==> src/design/irq_ctrl_pkg.sv <==
// Shared constants for the interrupt controller: register map, field layout, resets
package irq_ctrl_pkg;

   // Register indices; the byte address on the bus is four times the index
   localparam logic [10:0] IDX_LEVEL_SOURCE_ENABLE_0 = 11'h640;
   localparam logic [10:0] IDX_LEVEL_SOURCE_ENABLE_1 = 11'h641;
   localparam logic [10:0] IDX_EDGE_SOURCE_ENABLE = 11'h642;
   localparam logic [10:0] IDX_GLOBAL_IRQ_CONTROL = 11'h643;
   localparam logic [10:0] IDX_SOURCE_PRIORITY_0 = 11'h644;
   localparam logic [10:0] IDX_SOURCE_PRIORITY_1 = 11'h645;
   localparam logic [10:0] IDX_SOURCE_PRIORITY_2 = 11'h646;
   localparam logic [10:0] IDX_SOURCE_FLAGS_0 = 11'h648;
   localparam logic [10:0] IDX_SOURCE_FLAGS_1 = 11'h649;
   localparam logic [10:0] IDX_SOURCE_FLAGS_2 = 11'h64A;

   // Source counts and word layout
   localparam int NUM_SOURCES = 24;
   localparam int NUM_LEVEL = 16;
   localparam int NUM_EDGE = 8;
   localparam int SYNC_STAGES = 2;

   // Implemented source bits; reserved enable and flag positions hold no state and read zero
   localparam logic [7:0] LEVEL0_IMPL = 8'hF7;
   localparam logic [7:0] LEVEL1_IMPL = 8'hE0;
   localparam logic [7:0] EDGE_IMPL = 8'h7C;
   localparam logic [23:0] SOURCE_IMPL = {EDGE_IMPL, LEVEL1_IMPL, LEVEL0_IMPL};

   // Bit positions inside the 24-bit source word
   localparam int POS_TIMER_ZERO = 0;
   localparam int POS_TIMER_ONE = 1;
   localparam int POS_TIMER_TWO = 2;
   localparam int POS_DMA = 4;
   localparam int POS_DATA_QUEUE = 5;
   localparam int POS_SERIAL_PORT = 6;
   localparam int POS_HOST_CMD = 7;
   localparam int POS_RADIO_BASEBAND = 13;
   localparam int POS_PWM = 14;
   localparam int POS_PKE = 15;
   localparam int POS_PIN_EVENT = 18;
   localparam int POS_SLOW_TIMER_WAKE = 19;
   localparam int POS_SYSTEM_TICK = 20;
   localparam int POS_PIN_GROUP_0 = 21;
   localparam int POS_PIN_GROUP_1 = 22;

   // Control byte field
   localparam int GLOBAL_ENABLE_BIT = 0;

   // Reset values
   localparam logic [7:0] ENABLE_RESET = 8'h00;
   localparam logic [7:0] PRIORITY_RESET = 8'h00;
   localparam logic [7:0] CONTROL_RESET = 8'h00;
   localparam logic [7:0] FLAGS_RESET = 8'h00;
   localparam logic [31:0] READ_ZERO = 32'h00000000;

endpackage

==> src/design/irq_sync.sv <==
// Two-stage synchroniser bank for asynchronous request lines
`timescale 1ns/1ps
module irq_sync #(
   parameter int WIDTH = 24
) (
   input wire logic sys_clk_i,
   input wire logic rst_i,
   input wire logic [WIDTH-1:0] async_i,
   output logic [WIDTH-1:0] sync_o
);

   logic [WIDTH-1:0] meta;

   // First stage feeds only the second stage
   always_ff @(posedge sys_clk_i) begin
      if (rst_i) begin
         meta <= '0;
         sync_o <= '0;
      end else begin
         meta <= async_i;
         sync_o <= meta;
      end
   end

endmodule // irq_sync

==> src/design/soc_interrupt_controller.sv <==
// Interrupt controller: 24 sources, enable/priority/flag registers on Avalon-MM
// Overview of operation
// - Fifteen inputs: ten level, five edge, in 24 positions
// - Disabled source never requests the processor
// - Enable byte zero: host, serial, queue, DMA, timers
// - Enable byte one: PKE, pulse-width, radio baseband
// - Enable byte two: pin groups, tick, wake, event
// - Global enable bit gates every request
// - Control bit one reserved, no effect
// - Priority bytes: one marks high priority
// - High-priority group presented ahead of low
// - Flag bytes show which sources requested
// - Flags form one 24-bit word, byte zero low
// - Edge flags latched until written one
// - Level flags follow source, cleared at source
`timescale 1ns/1ps
module soc_interrupt_controller (
   input wire logic sys_clk_i,
   input wire logic rst_i,
   // Avalon-MM slave, byte addressed
   input wire logic [12:0] avs_address_i,
   input wire logic avs_read_i,
   input wire logic avs_write_i,
   input wire logic [3:0] avs_byteenable_i,
   input wire logic [31:0] avs_writedata_i,
   output logic [31:0] avs_readdata_o,
   output logic avs_waitrequest_o,
   // Level-sensitive sources
   input wire logic timer_zero_request_i,
   input wire logic timer_one_request_i,
   input wire logic timer_two_request_i,
   input wire logic dma_request_i,
   input wire logic data_queue_request_i,
   input wire logic serial_port_request_i,
   input wire logic host_cmd_request_i,
   input wire logic radio_baseband_request_i,
   input wire logic pwm_request_i,
   input wire logic pke_request_i,
   // Edge-sensitive sources
   input wire logic pin_event_request_i,
   input wire logic slow_timer_wake_request_i,
   input wire logic system_tick_request_i,
   input wire logic [1:0] pin_group_request_i,
   // To the processor core
   output logic irq_request_o,
   output logic irq_high_priority_o,
   output logic irq_low_priority_o
);

   // Register storage
   logic [7:0] level_source_enable_0;
   logic [7:0] level_source_enable_1;
   logic [7:0] edge_source_enable;
   logic [7:0] global_irq_control;
   logic [7:0] source_priority_0;
   logic [7:0] source_priority_1;
   logic [7:0] source_priority_2;
   logic [7:0] edge_flags;

   // Source word assembly and synchronisation
   logic [23:0] raw_sources;
   logic [23:0] sync_sources;
   logic [7:0] edge_prev;
   logic [7:0] edge_rise;
   logic [15:0] level_flags;
   logic [23:0] source_flags;
   logic [23:0] source_enable;
   logic [23:0] source_priority;
   logic [23:0] pending;
   logic global_enable;

   // Bus handshake
   logic access;
   logic wr_strobe;
   logic [10:0] word_index;
   logic [31:0] next_readdata;
   logic [7:0] wr_byte;

   // Matches the bus index against one register
   function automatic logic hit(input logic [10:0] idx, input logic [10:0] reg_idx);
      hit = (idx == reg_idx);
   endfunction

   // Place the request pins into the 24-bit source word
   always_comb begin
      raw_sources = 24'h000000;
      raw_sources[irq_ctrl_pkg::POS_TIMER_ZERO] = timer_zero_request_i;
      raw_sources[irq_ctrl_pkg::POS_TIMER_ONE] = timer_one_request_i;
      raw_sources[irq_ctrl_pkg::POS_TIMER_TWO] = timer_two_request_i;
      raw_sources[irq_ctrl_pkg::POS_DMA] = dma_request_i;
      raw_sources[irq_ctrl_pkg::POS_DATA_QUEUE] = data_queue_request_i;
      raw_sources[irq_ctrl_pkg::POS_SERIAL_PORT] = serial_port_request_i;
      raw_sources[irq_ctrl_pkg::POS_HOST_CMD] = host_cmd_request_i;
      raw_sources[irq_ctrl_pkg::POS_RADIO_BASEBAND] = radio_baseband_request_i;
      raw_sources[irq_ctrl_pkg::POS_PWM] = pwm_request_i;
      raw_sources[irq_ctrl_pkg::POS_PKE] = pke_request_i;
      raw_sources[irq_ctrl_pkg::POS_PIN_EVENT] = pin_event_request_i;
      raw_sources[irq_ctrl_pkg::POS_SLOW_TIMER_WAKE] = slow_timer_wake_request_i;
      raw_sources[irq_ctrl_pkg::POS_SYSTEM_TICK] = system_tick_request_i;
      raw_sources[irq_ctrl_pkg::POS_PIN_GROUP_0] = pin_group_request_i[0];
      raw_sources[irq_ctrl_pkg::POS_PIN_GROUP_1] = pin_group_request_i[1];
   end

   // Source lines come from other logic blocks or pins; synchronise all of them
   irq_sync #(
      .WIDTH(irq_ctrl_pkg::NUM_SOURCES)
   ) u_sync (
      .sys_clk_i(sys_clk_i),
      .rst_i(rst_i),
      .async_i(raw_sources),
      .sync_o(sync_sources)
   );

   // Previous sample of edge sources for rise detection
   always_ff @(posedge sys_clk_i) begin
      if (rst_i) begin
         edge_prev <= irq_ctrl_pkg::FLAGS_RESET;
      end else begin
         edge_prev <= sync_sources[23:16];
      end
   end

   assign edge_rise = sync_sources[23:16] & ~edge_prev & irq_ctrl_pkg::EDGE_IMPL;

   // Level flags track the synchronised line; no clear exists here
   assign level_flags = sync_sources[15:0]
      & {irq_ctrl_pkg::LEVEL1_IMPL, irq_ctrl_pkg::LEVEL0_IMPL};

   assign source_flags = {edge_flags, level_flags};
   assign source_enable = {edge_source_enable, level_source_enable_1,
      level_source_enable_0};
   assign source_priority = {source_priority_2, source_priority_1, source_priority_0};
   assign global_enable = global_irq_control[irq_ctrl_pkg::GLOBAL_ENABLE_BIT];
   assign pending = source_flags & source_enable;

   // Bus decode; the low two address bits select nothing
   assign word_index = avs_address_i[12:2];
   assign access = avs_read_i | avs_write_i;
   assign wr_strobe = avs_write_i & ~avs_waitrequest_o & avs_byteenable_i[0];
   assign wr_byte = avs_writedata_i[7:0];

   // One wait state: waitrequest drops for exactly one cycle per request
   always_ff @(posedge sys_clk_i) begin
      if (rst_i) begin
         avs_waitrequest_o <= 1'b1;
      end else if (access && avs_waitrequest_o) begin
         avs_waitrequest_o <= 1'b0;
      end else begin
         avs_waitrequest_o <= 1'b1;
      end
   end

   // Read mux; unmapped addresses and reserved enable, control and flag bits read zero
   always_comb begin
      next_readdata = irq_ctrl_pkg::READ_ZERO;
      if (hit(word_index, irq_ctrl_pkg::IDX_LEVEL_SOURCE_ENABLE_0)) begin
         next_readdata[7:0] = level_source_enable_0;
      end else if (hit(word_index, irq_ctrl_pkg::IDX_LEVEL_SOURCE_ENABLE_1)) begin
         next_readdata[7:0] = level_source_enable_1;
      end else if (hit(word_index, irq_ctrl_pkg::IDX_EDGE_SOURCE_ENABLE)) begin
         next_readdata[7:0] = edge_source_enable;
      end else if (hit(word_index, irq_ctrl_pkg::IDX_GLOBAL_IRQ_CONTROL)) begin
         next_readdata[7:0] = global_irq_control;
      end else if (hit(word_index, irq_ctrl_pkg::IDX_SOURCE_PRIORITY_0)) begin
         next_readdata[7:0] = source_priority_0;
      end else if (hit(word_index, irq_ctrl_pkg::IDX_SOURCE_PRIORITY_1)) begin
         next_readdata[7:0] = source_priority_1;
      end else if (hit(word_index, irq_ctrl_pkg::IDX_SOURCE_PRIORITY_2)) begin
         next_readdata[7:0] = source_priority_2;
      end else if (hit(word_index, irq_ctrl_pkg::IDX_SOURCE_FLAGS_0)) begin
         next_readdata[7:0] = source_flags[7:0];
      end else if (hit(word_index, irq_ctrl_pkg::IDX_SOURCE_FLAGS_1)) begin
         next_readdata[7:0] = source_flags[15:8];
      end else if (hit(word_index, irq_ctrl_pkg::IDX_SOURCE_FLAGS_2)) begin
         next_readdata[7:0] = source_flags[23:16];
      end
   end

   // Read data captured as waitrequest falls, so it stands at the accept edge
   always_ff @(posedge sys_clk_i) begin
      if (rst_i) begin
         avs_readdata_o <= irq_ctrl_pkg::READ_ZERO;
      end else if (avs_read_i && avs_waitrequest_o) begin
         avs_readdata_o <= next_readdata;
      end
   end

   // Enable bytes; reserved positions never store a one
   always_ff @(posedge sys_clk_i) begin
      if (rst_i) begin
         level_source_enable_0 <= irq_ctrl_pkg::ENABLE_RESET;
         level_source_enable_1 <= irq_ctrl_pkg::ENABLE_RESET;
         edge_source_enable <= irq_ctrl_pkg::ENABLE_RESET;
      end else if (wr_strobe) begin
         if (hit(word_index, irq_ctrl_pkg::IDX_LEVEL_SOURCE_ENABLE_0)) begin
            level_source_enable_0 <= wr_byte & irq_ctrl_pkg::LEVEL0_IMPL;
         end
         if (hit(word_index, irq_ctrl_pkg::IDX_LEVEL_SOURCE_ENABLE_1)) begin
            level_source_enable_1 <= wr_byte & irq_ctrl_pkg::LEVEL1_IMPL;
         end
         if (hit(word_index, irq_ctrl_pkg::IDX_EDGE_SOURCE_ENABLE)) begin
            edge_source_enable <= wr_byte & irq_ctrl_pkg::EDGE_IMPL;
         end
      end
   end

   // Control byte: only the global enable is kept, bit one is ignored
   always_ff @(posedge sys_clk_i) begin
      if (rst_i) begin
         global_irq_control <= irq_ctrl_pkg::CONTROL_RESET;
      end else if (wr_strobe && hit(word_index, irq_ctrl_pkg::IDX_GLOBAL_IRQ_CONTROL)) begin
         global_irq_control <= {7'h00, wr_byte[irq_ctrl_pkg::GLOBAL_ENABLE_BIT]};
      end
   end

   // Priority bytes stay fully writable, though software leaves them alone
   always_ff @(posedge sys_clk_i) begin
      if (rst_i) begin
         source_priority_0 <= irq_ctrl_pkg::PRIORITY_RESET;
         source_priority_1 <= irq_ctrl_pkg::PRIORITY_RESET;
         source_priority_2 <= irq_ctrl_pkg::PRIORITY_RESET;
      end else if (wr_strobe) begin
         if (hit(word_index, irq_ctrl_pkg::IDX_SOURCE_PRIORITY_0)) begin
            source_priority_0 <= wr_byte;
         end
         if (hit(word_index, irq_ctrl_pkg::IDX_SOURCE_PRIORITY_1)) begin
            source_priority_1 <= wr_byte;
         end
         if (hit(word_index, irq_ctrl_pkg::IDX_SOURCE_PRIORITY_2)) begin
            source_priority_2 <= wr_byte;
         end
      end
   end

   // Edge flags: a rise in the clearing cycle wins, so no event is lost
   always_ff @(posedge sys_clk_i) begin
      if (rst_i) begin
         edge_flags <= irq_ctrl_pkg::FLAGS_RESET;
      end else if (wr_strobe && hit(word_index, irq_ctrl_pkg::IDX_SOURCE_FLAGS_2)) begin
         edge_flags <= (edge_flags & ~wr_byte) | edge_rise;
      end else begin
         edge_flags <= edge_flags | edge_rise;
      end
   end

   // Request and priority indication to the core, registered
   always_ff @(posedge sys_clk_i) begin
      if (rst_i) begin
         irq_request_o <= 1'b0;
         irq_high_priority_o <= 1'b0;
         irq_low_priority_o <= 1'b0;
      end else begin
         irq_request_o <= global_enable & (|pending);
         // High group shown whenever global enable is set and any high source is pending
         irq_high_priority_o <= global_enable & (|(pending & source_priority));
         // Low group only surfaces once no high source remains
         irq_low_priority_o <= global_enable & (|(pending & ~source_priority))
            & ~(|(pending & source_priority));
      end
   end

endmodule // soc_interrupt_controller

==> config.mk <==
export PLATFORM = sky130hd
export DESIGN_NAME = soc_interrupt_controller
export DESIGN_NICKNAME = d
export VERILOG_FILES = /design/src/design/irq_ctrl_pkg.sv /design/src/design/irq_sync.sv /design/src/design/soc_interrupt_controller.sv
export SDC_FILE = /design/constraint.sdc
export NUM_CORES = 1
export LEC_CHECK = 0
export BUFFER_PORTS_ARGS = -buffer_cell sky130_fd_sc_hd__buf_2
export CORE_MARGIN = 5
export CORE_UTILIZATION = 35
export CTS_BUF_LIST = sky130_fd_sc_hd__clkbuf_16
export DETAILED_ROUTE_END_ITERATION = 7
export PLACE_DENSITY = 0.67
export SYNTH_ARGS = -nofsm -noshare
export SYNTH_HDL_FRONTEND = slang
export SYNTH_SLANG_ARGS = --single-unit
==> constraint.sdc <==
create_clock -name sys_clk_i -period 3.3 [get_ports sys_clk_i]
set_input_delay 0.66 -clock sys_clk_i [delete_from_list [all_inputs] [get_ports sys_clk_i]]
set_output_delay 0.66 -clock sys_clk_i [all_outputs]
set_load 0.01 [all_outputs]
Word-level counts from Yosys, hierarchy flattened
Index checks and enable logic that the tools add are counted.
{"block": "word_totals", "reg_bits": 105, "latchBits": 0, "mem_bits_rw": 0, "romBits": 0, "inputBits": 68, "elab_cells": 70, "memories": 0}
{"block": "classes", "addsub": 0, "multipliers": 0, "div": 0, "magnitude_cmp": 0, "n_eq_ne": 10, "n_shift": 0, "muxes": 12, "n_bitwise": 19, "n_reduce_logical": 13}
{"op": "11-bit == test (second input constant)", "count": 10}
{"op": "8-bit two-way mux", "count": 11}
{"op": "24-bit OR reduction", "count": 3}
{"op": "24-bit bitwise AND", "count": 2}
{"op": "24-bit by 23-bit bitwise AND with 24-bit output", "count": 1}
{"op": "24-bit NOT", "count": 1}
{"op": "8-bit by 7-bit bitwise OR with 8-bit output", "count": 2}
{"op": "2-bit AND reduction", "count": 6}
{"op": "8-bit bitwise AND", "count": 1}
{"op": "8-bit NOT", "count": 1}
{"op": "7-bit bitwise AND", "count": 1}
{"op": "7-bit NOT", "count": 1}
{"op": "1-bit bitwise AND", "count": 6}
{"op": "1-bit logical AND", "count": 4}
{"op": "1-bit NOT", "count": 2}
{"op": "1-bit two-way mux", "count": 1}
{"op": "1-bit bitwise OR", "count": 1}

Depth between registers and ports, before layout
Gate-level depths: netlist of the first run.
{"block": "depth", "ltp_word": 11, "ltp_mapped": 8}

By module
A second synthesis of the first run with hierarchy kept.
{"block": "hier_totals", "hier_cells": 538, "hier_area_um2": 4803.4}
{"module": "soc_interrupt_controller", "instances": 1, "cells_each": 437, "area_each_um2": 3498.4, "seq_area_each_um2": 1301.2}
{"module": "irq_sync", "instances": 1, "cells_each": 101, "area_each_um2": 1305.0, "seq_area_each_um2": 960.9}

Worst setup path after synthesis of the first run
OpenSTA, ideal clock, no wires.
{"block": "synth_path", "kind": "input to register", "start": "input port avs_address_i[7]", "end": "register level_source_enable_0[0]", "setup_time_ns": 0.128, "arrival_ns": 1.993, "slack_ns": 1.179, "path_stages": 6, "path_buffers": 1, "cell_sequence": "or4b_1 buf_4 nor4_4 nand2_4 mux2i_1 nor2_1"}
{"block": "synth_via", "elab_chain_cells": 2}
{"item": "from (decl)", "line": "soc_interrupt_controller.sv:21", "text": "input wire logic [12:0] avs_address_i,"}
{"item": "11-bit == test", "line": "soc_interrupt_controller.sv:81", "text": "hit = (idx == reg_idx);"}
{"item": "2-bit AND reduction (no source line)"}
{"item": "to (signal assigned)", "line": "soc_interrupt_controller.sv:191", "text": "level_source_enable_0 <= irq_ctrl_pkg::ENABLE_RESET;"}
{"item": "to (signal assigned)", "line": "soc_interrupt_controller.sv:196", "text": "level_source_enable_0 <= wr_byte & irq_ctrl_pkg::LEVEL0_IMPL;"}
{"item": "to (decl)", "line": "soc_interrupt_controller.sv:51", "text": "logic [7:0] level_source_enable_0;"}
No other way between the ends.
A chain may end at the register's enable or synchronous reset.

Final worst setup path of the first run
{"block": "layout_path", "start": "input port avs_address_i[4]", "end": "register source_priority_1[7]"}
{"block": "layout_via", "elab_chain_cells": 2}
{"item": "11-bit == test", "line": "soc_interrupt_controller.sv:81"}
{"item": "2-bit AND reduction (no source line)"}
{"item": "to (signal assigned)", "line": "soc_interrupt_controller.sv:220", "text": "source_priority_1 <= irq_ctrl_pkg::PRIORITY_RESET;"}
{"item": "to (signal assigned)", "line": "soc_interrupt_controller.sv:227", "text": "source_priority_1 <= wr_byte;"}
{"item": "to (decl)", "line": "soc_interrupt_controller.sv:56", "text": "logic [7:0] source_priority_1;"}
No other way between the ends.

==> results.ini, run 1 <==
[outcome]
status=complete, no violations

[logic_synthesis]
synthSimpleGateAreaFrac_pct=26.3
synth_top_family_by_area=simple AND/OR/NAND/NOR gates
ys_seq_area_share_pct=43.4
synth-compound-area-share_pct=14.3
ys_seq_elements=95
synthXorXnorAreaFrac_pct=0
synthesis.instances=500
synthArstFlopShare_pct=0
syn_area_per_cell_um2=8.77
yosysWarnings=0
yosysTopAreaCell=dfxtp_1
synth_flop_cell=dfxtp_1
synth-edff-count=0
syn-cell-area_mm2=0.00438
synth.distinct_cells=59
synth-adder-area-share_pct=0
yosys.area.top_type_share_pct=43.4
yosys-top-cells-area=dfxtp_1 43%, mux2i_1 8.4%, nor2b_1 6.7%
synth_mux_area_share_pct=8.70

[final_layout]
fillCellCount=1261
nNetsFinal=611
layout_commonest_cell=dfxtp_1
area_growth_pct=13.9
drive_gt1_share_pct=15.5
final_util_pct=41.1
antenna_cells_inserted=0
regArea_mm2=0.00190
final_cells=716
layout_common_cells=95 x dfxtp_1, 50 x nor2_1, 50 x buf_2, 47 x nor2b_1, 40 x nand2_1
multi_input_area_mm2=0.00225

[detailed_routing]
drt-initial-drc-count=385
routed_wl_mm=12.4
wl_per_cell_um=17.3
vias_per_cell=5.34
ant_nets=0
routed-via-count=3824
drt-pass1-iter-count=8
drc=0

[sta]
hold_viol_final=0
rsz0062_at_grt=no
slew_headroom_pct=50.4
min_period_over_period_pct=67.8
skew_ns=0.00710
setup_ws_ns=1.06
worst_pin_slew_ns=0.744
drv_slew=0
period_minus_slack_ns=2.24
setup_viol=0
setup-tns-final_ns=0
fmax_mhz=447

[place]
dp.cells=700
dpl.hpwl_mm=9.12
dp_slack_ns=0.757
routabilityCongestion=0.943
port_buffers=50

[floorplanning]
rows=40
initial_utilization_pct=36.0
fp.dieArea_mm2=0.0149
dieHeight_um=122
core_mm2=0.0122
io_pins=104
die_w_um=122

[grt]
antenna_found_initial=0
grt-ovfl-total=0
grt_max_degree=77
grt_pass1_wl_mm=19.1
track_usage_pct=16.8
grt_pass1_vias=3434

[power]
p_leak_nw=2.17
powerDensity_mw_per_mm2=473
power.total_mw=2.36
ir_drop_uv=370

[setup_path]
reg2reg_from=avs_waitrequest_o$_SDFF_PP1_
crit_start=avs_address_i[4]
crit_type=in2reg
cp-start-kind=input pin
r2r_setup_slack_ns=1.23
worstPathMaxFanout=17
arrival_ns=2.44
required_ns=3.51
crit_path_end_kind=register

[worst_hold_path]
hold_path.class=reg2reg
min-delay-start=u_sync.meta[18]$_SDFF_PP0_

[clocking]
clk_path_buf_depth=2
cts_setup_buffers=0
htree_levels=3
cts-resized-gates=0
cts_buffers=9
postCtsHoldBufs=0
cts_root_buf=clkbuf_16
clock_sinks=95
clk_pin_slew_ns=0.07
clk_latency_ns=0.35
cts_tree=done

[run]
cap_viol_max_count=0

area by class of cell:
cell class,instances,area share (%)
timing repair buffer,58,6.21
multi-input combinational,371,45.1
clock buffer,9,4.51
clock inverter,7,1.28
sequential,95,38.1
tap,168,4.21
inverter,8,0.601
power by group:
group / internal, mW / total [mW] / switching [mW]
Combinational: 0.0565 / 0.169 / 0.113
Clock: 0.530 / 1.01 / 0.477
Sequential: 1.17 / 1.19 / 0.0143
Total: 1.76 / 2.36 / 0.604
logic make-up (layout without fill, tap and decap cells):
family	after synthesis	count (layout)
and+or+nand+nor	213	213
AOI/OAI and AO/OA	96	96
DFF	95	95
buffers and inverters	57	82
muxes	38	38
other	1	24
state kept, by name, summed over array words and instances (netlist names), 3 cells and up:
name	cells
edge_prev	5
source_priority_2	8
edge_source_enable	5
u_sync.sync_o	15
source_priority_1	8
edge_flags	8
avs_readdata_o	8
level_source_enable_1	3
u_sync.meta	15
level_source_enable_0	7
source_priority_0	8
routing by layer:
layer	routed length [µm]	global-route usage, %
met3	1240	4.41
met2	5380	26.1
met1	5580	23.0
met5	0	0
met4	179	4.69
final timing paths:
path	end	cells past startpoint
setup / recovery	source_priority_1[7]$_SDFFE_PP0P_	6
hold / removal	u_sync.sync_o[18]$_SDFF_PP0_	1
setup reg to reg	source_priority_2[7]$_SDFFE_PP0P_	5
hold reg to reg	u_sync.sync_o[18]$_SDFF_PP0_	1
cell usage after synthesis (all sizes together) (9+ instances only):
| cell type | number |
|---|---|
| o22ai | 10 |
| o21ai | 11 |
| buf | 31 |
| nand3 | 29 |
| nor2b | 47 |
| a21oi | 29 |
| nor2 | 51 |
| a31oi | 12 |
| dfxtp | 95 |
| nand4 | 9 |
| and3 | 9 |
| mux2i | 37 |
| nand2 | 41 |
| clkbuf | 18 |
critical path: stages:
cell and delay (ns):
buf_2 0.32, inv_2 0.14, nor3_4 0.51, nand4_2 0.46, mux2i_1 0.29, nor2_1 0.06
per-stage QoR:
step / hold slack [ns] / instance area [µm²]
CTS: 0.440 / 4990
detailed placement: 0.421 / 4710
floorplan: 0.414 / 4470
finish: 0.440 / 4990
global placement: 0.419 / 4710
global route: 0.449 / 4990
No activity file was read; power rests on OpenSTA's default activity.
==> inputs of run 2 (changes only) <==
Settings changed: PLACE_DENSITY 0.67 to 0.69.
Clock period 3.3 ns to 1.9 ns, I/O delays scaled along.
==> results.ini, run 2 (same netlist as run 1, synthesis figures left out) <==
[final_layout]
layout_common_cells=95 x dfxtp_1, 50 x nor2_1, 50 x buf_2, 47 x nor2b_1, 47 x buf_4
layout_commonest_cell=dfxtp_1
reg_top3=u_sync.meta: 15 flops, u_sync.sync_o: 15 flops
final_area_mm2=0.00536
antenna_cells_inserted=0
final_cells=757
area_growth_pct=22.3
fillCellCount=1222
final_util_pct=44.1
nNetsFinal=652
drive_gt1_share_pct=21.6

[clocking]
cts_buffers=9
clk_latency_ns=0.34
clk_path_buf_depth=2
postCtsHoldBufs=0
clk_pin_slew_ns=0.07
htree_levels=3
cts_root_buf=clkbuf_16
cts_setup_buffers=0
cts_tree=done
cts-resized-gates=0
clock_sinks=95

[place]
dpl.hpwl_mm=10.5
port_buffers=50
place_area_mm2=0.00504
dp_slack_ns=-0.133
routabilityCongestion=0.987
dp.cells=741

[sta]
rsz0062_at_grt=no
setup-tns-final_ns=0
period_minus_slack_ns=1.69
drv_slew=0
setup_ws_ns=0.210
hold_viol_final=0
min_period_over_period_pct=89.0
skew_ns=0.00809
fmax_mhz=592
whs_ns=0.240
setup_viol=0

[setup_path]
crit_type=in2reg
arrival_ns=1.96
r2r_setup_slack_ns=0.38
r2r-end=edge_flags[7]$_SDFFE_PP0P_
worstPathMaxFanout=8
crit_path_end_kind=register
reg2reg_depth=6
cp-start-kind=input pin
reg2reg_from=avs_waitrequest_o$_SDFF_PP1_
required_ns=2.17

[outcome]
status=complete, no violations

[worst_hold_path]
hold_depth=2
hold_path.class=in2reg
min-delay-start=pin_event_request_i
min_to=u_sync.meta[18]$_SDFF_PP0_

[power]
power.share.switching_pct=25.3
power.total_mw=4.32
p_leak_nw=2.39
powerDensity_mw_per_mm2=806
ir_drop_uv=429
power_frac_clock_pct=44.5
p_sw_mw=1.10
power_frac_seq_pct=47.6
p_int_mw=3.23
p_comb_share_pct=7.9

[grt]
grt_max_degree=37
grtUsageMet1_pct=24.9
use_met3_pct=3.02
track_usage_pct=18.3
grt_pass1_vias=3826
antenna_found_initial=0
met2_usage_pct=28.6
grt_busiest_layer=met2
grt_pass1_wl_mm=20.9
grt-ovfl-total=0

[floorplanning]
core_mm2=0.0122
die_w_um=122
dieHeight_um=122
rows=40
io_pins=104
fp.dieArea_mm2=0.0149
initial_utilization_pct=36.0

[detailed_routing]
vias_per_cell=5.33
routed_wl_mm=13.5
ant_nets=0
drt-initial-drc-count=365
wl_per_cell_um=17.8
routed-via-count=4034
drc=0
drt-pass1-iter-count=5

[run]
cap_viol_max_count=0

-- run 2: layer usage --
layer | share of wire [%] | up-vias | routed length [µm]
met3 | 8.3 | 38 | 1110
met1 | 44 | 1883 | 6000
met4 | 4.0 | 0 | 541
li1 | - | 1900 | -
met5 | 0 | - | 0
met2 | 43 | 213 | 5840
-- run 2: cell type report --
class,instances,area (µm²),share of cell area (%)
inverters,8,30.0,0.560
clock buffers,9,225,4.20
well taps,168,210,3.92
clock inverters,7,98.8,1.84
flip-flops and latches,95,1900,35.5
repair buffers,99,643,12.0
multi-input cells,371,2250,42.0
-- run 2: worst max-delay path: stages --
cell      delay [ns]
buf_2           0.10
or4b_1          0.59
buf_4           0.20
nor2_2          0.21
a31oi_1         0.15
a31oi_1         0.17
a21boi_1        0.16
-- run 2: power groups by stage --
stage	clock network, mW	logic (mW)	registers (mW)
floorplan	0	0.213	2.10
global placement	0	0.333	2.10
detailed placement	0	0.337	2.11
CTS	1.96	0.338	2.06
global route	2.04	0.373	2.06
finish	1.92	0.342	2.06
-- run 2: worst max-delay path by stage --
stage | endpoint | start
6_report | avs_readdata_o[2]$_SDFFE_PP0P_ | avs_address_i[7]
5_1_grt | avs_readdata_o[3]$_SDFFE_PP0P_ | avs_address_i[7]
3_3_place_gp | avs_readdata_o[2]$_SDFFE_PP0P_ | avs_address_i[7]
4_1_cts | avs_readdata_o[2]$_SDFFE_PP0P_ | avs_address_i[7]
2_1_floorplan | level_source_enable_0[0]$_SDFFE_PP0P_ | avs_address_i[7]
3_5_place_dp | avs_readdata_o[2]$_SDFFE_PP0P_ | avs_address_i[7]
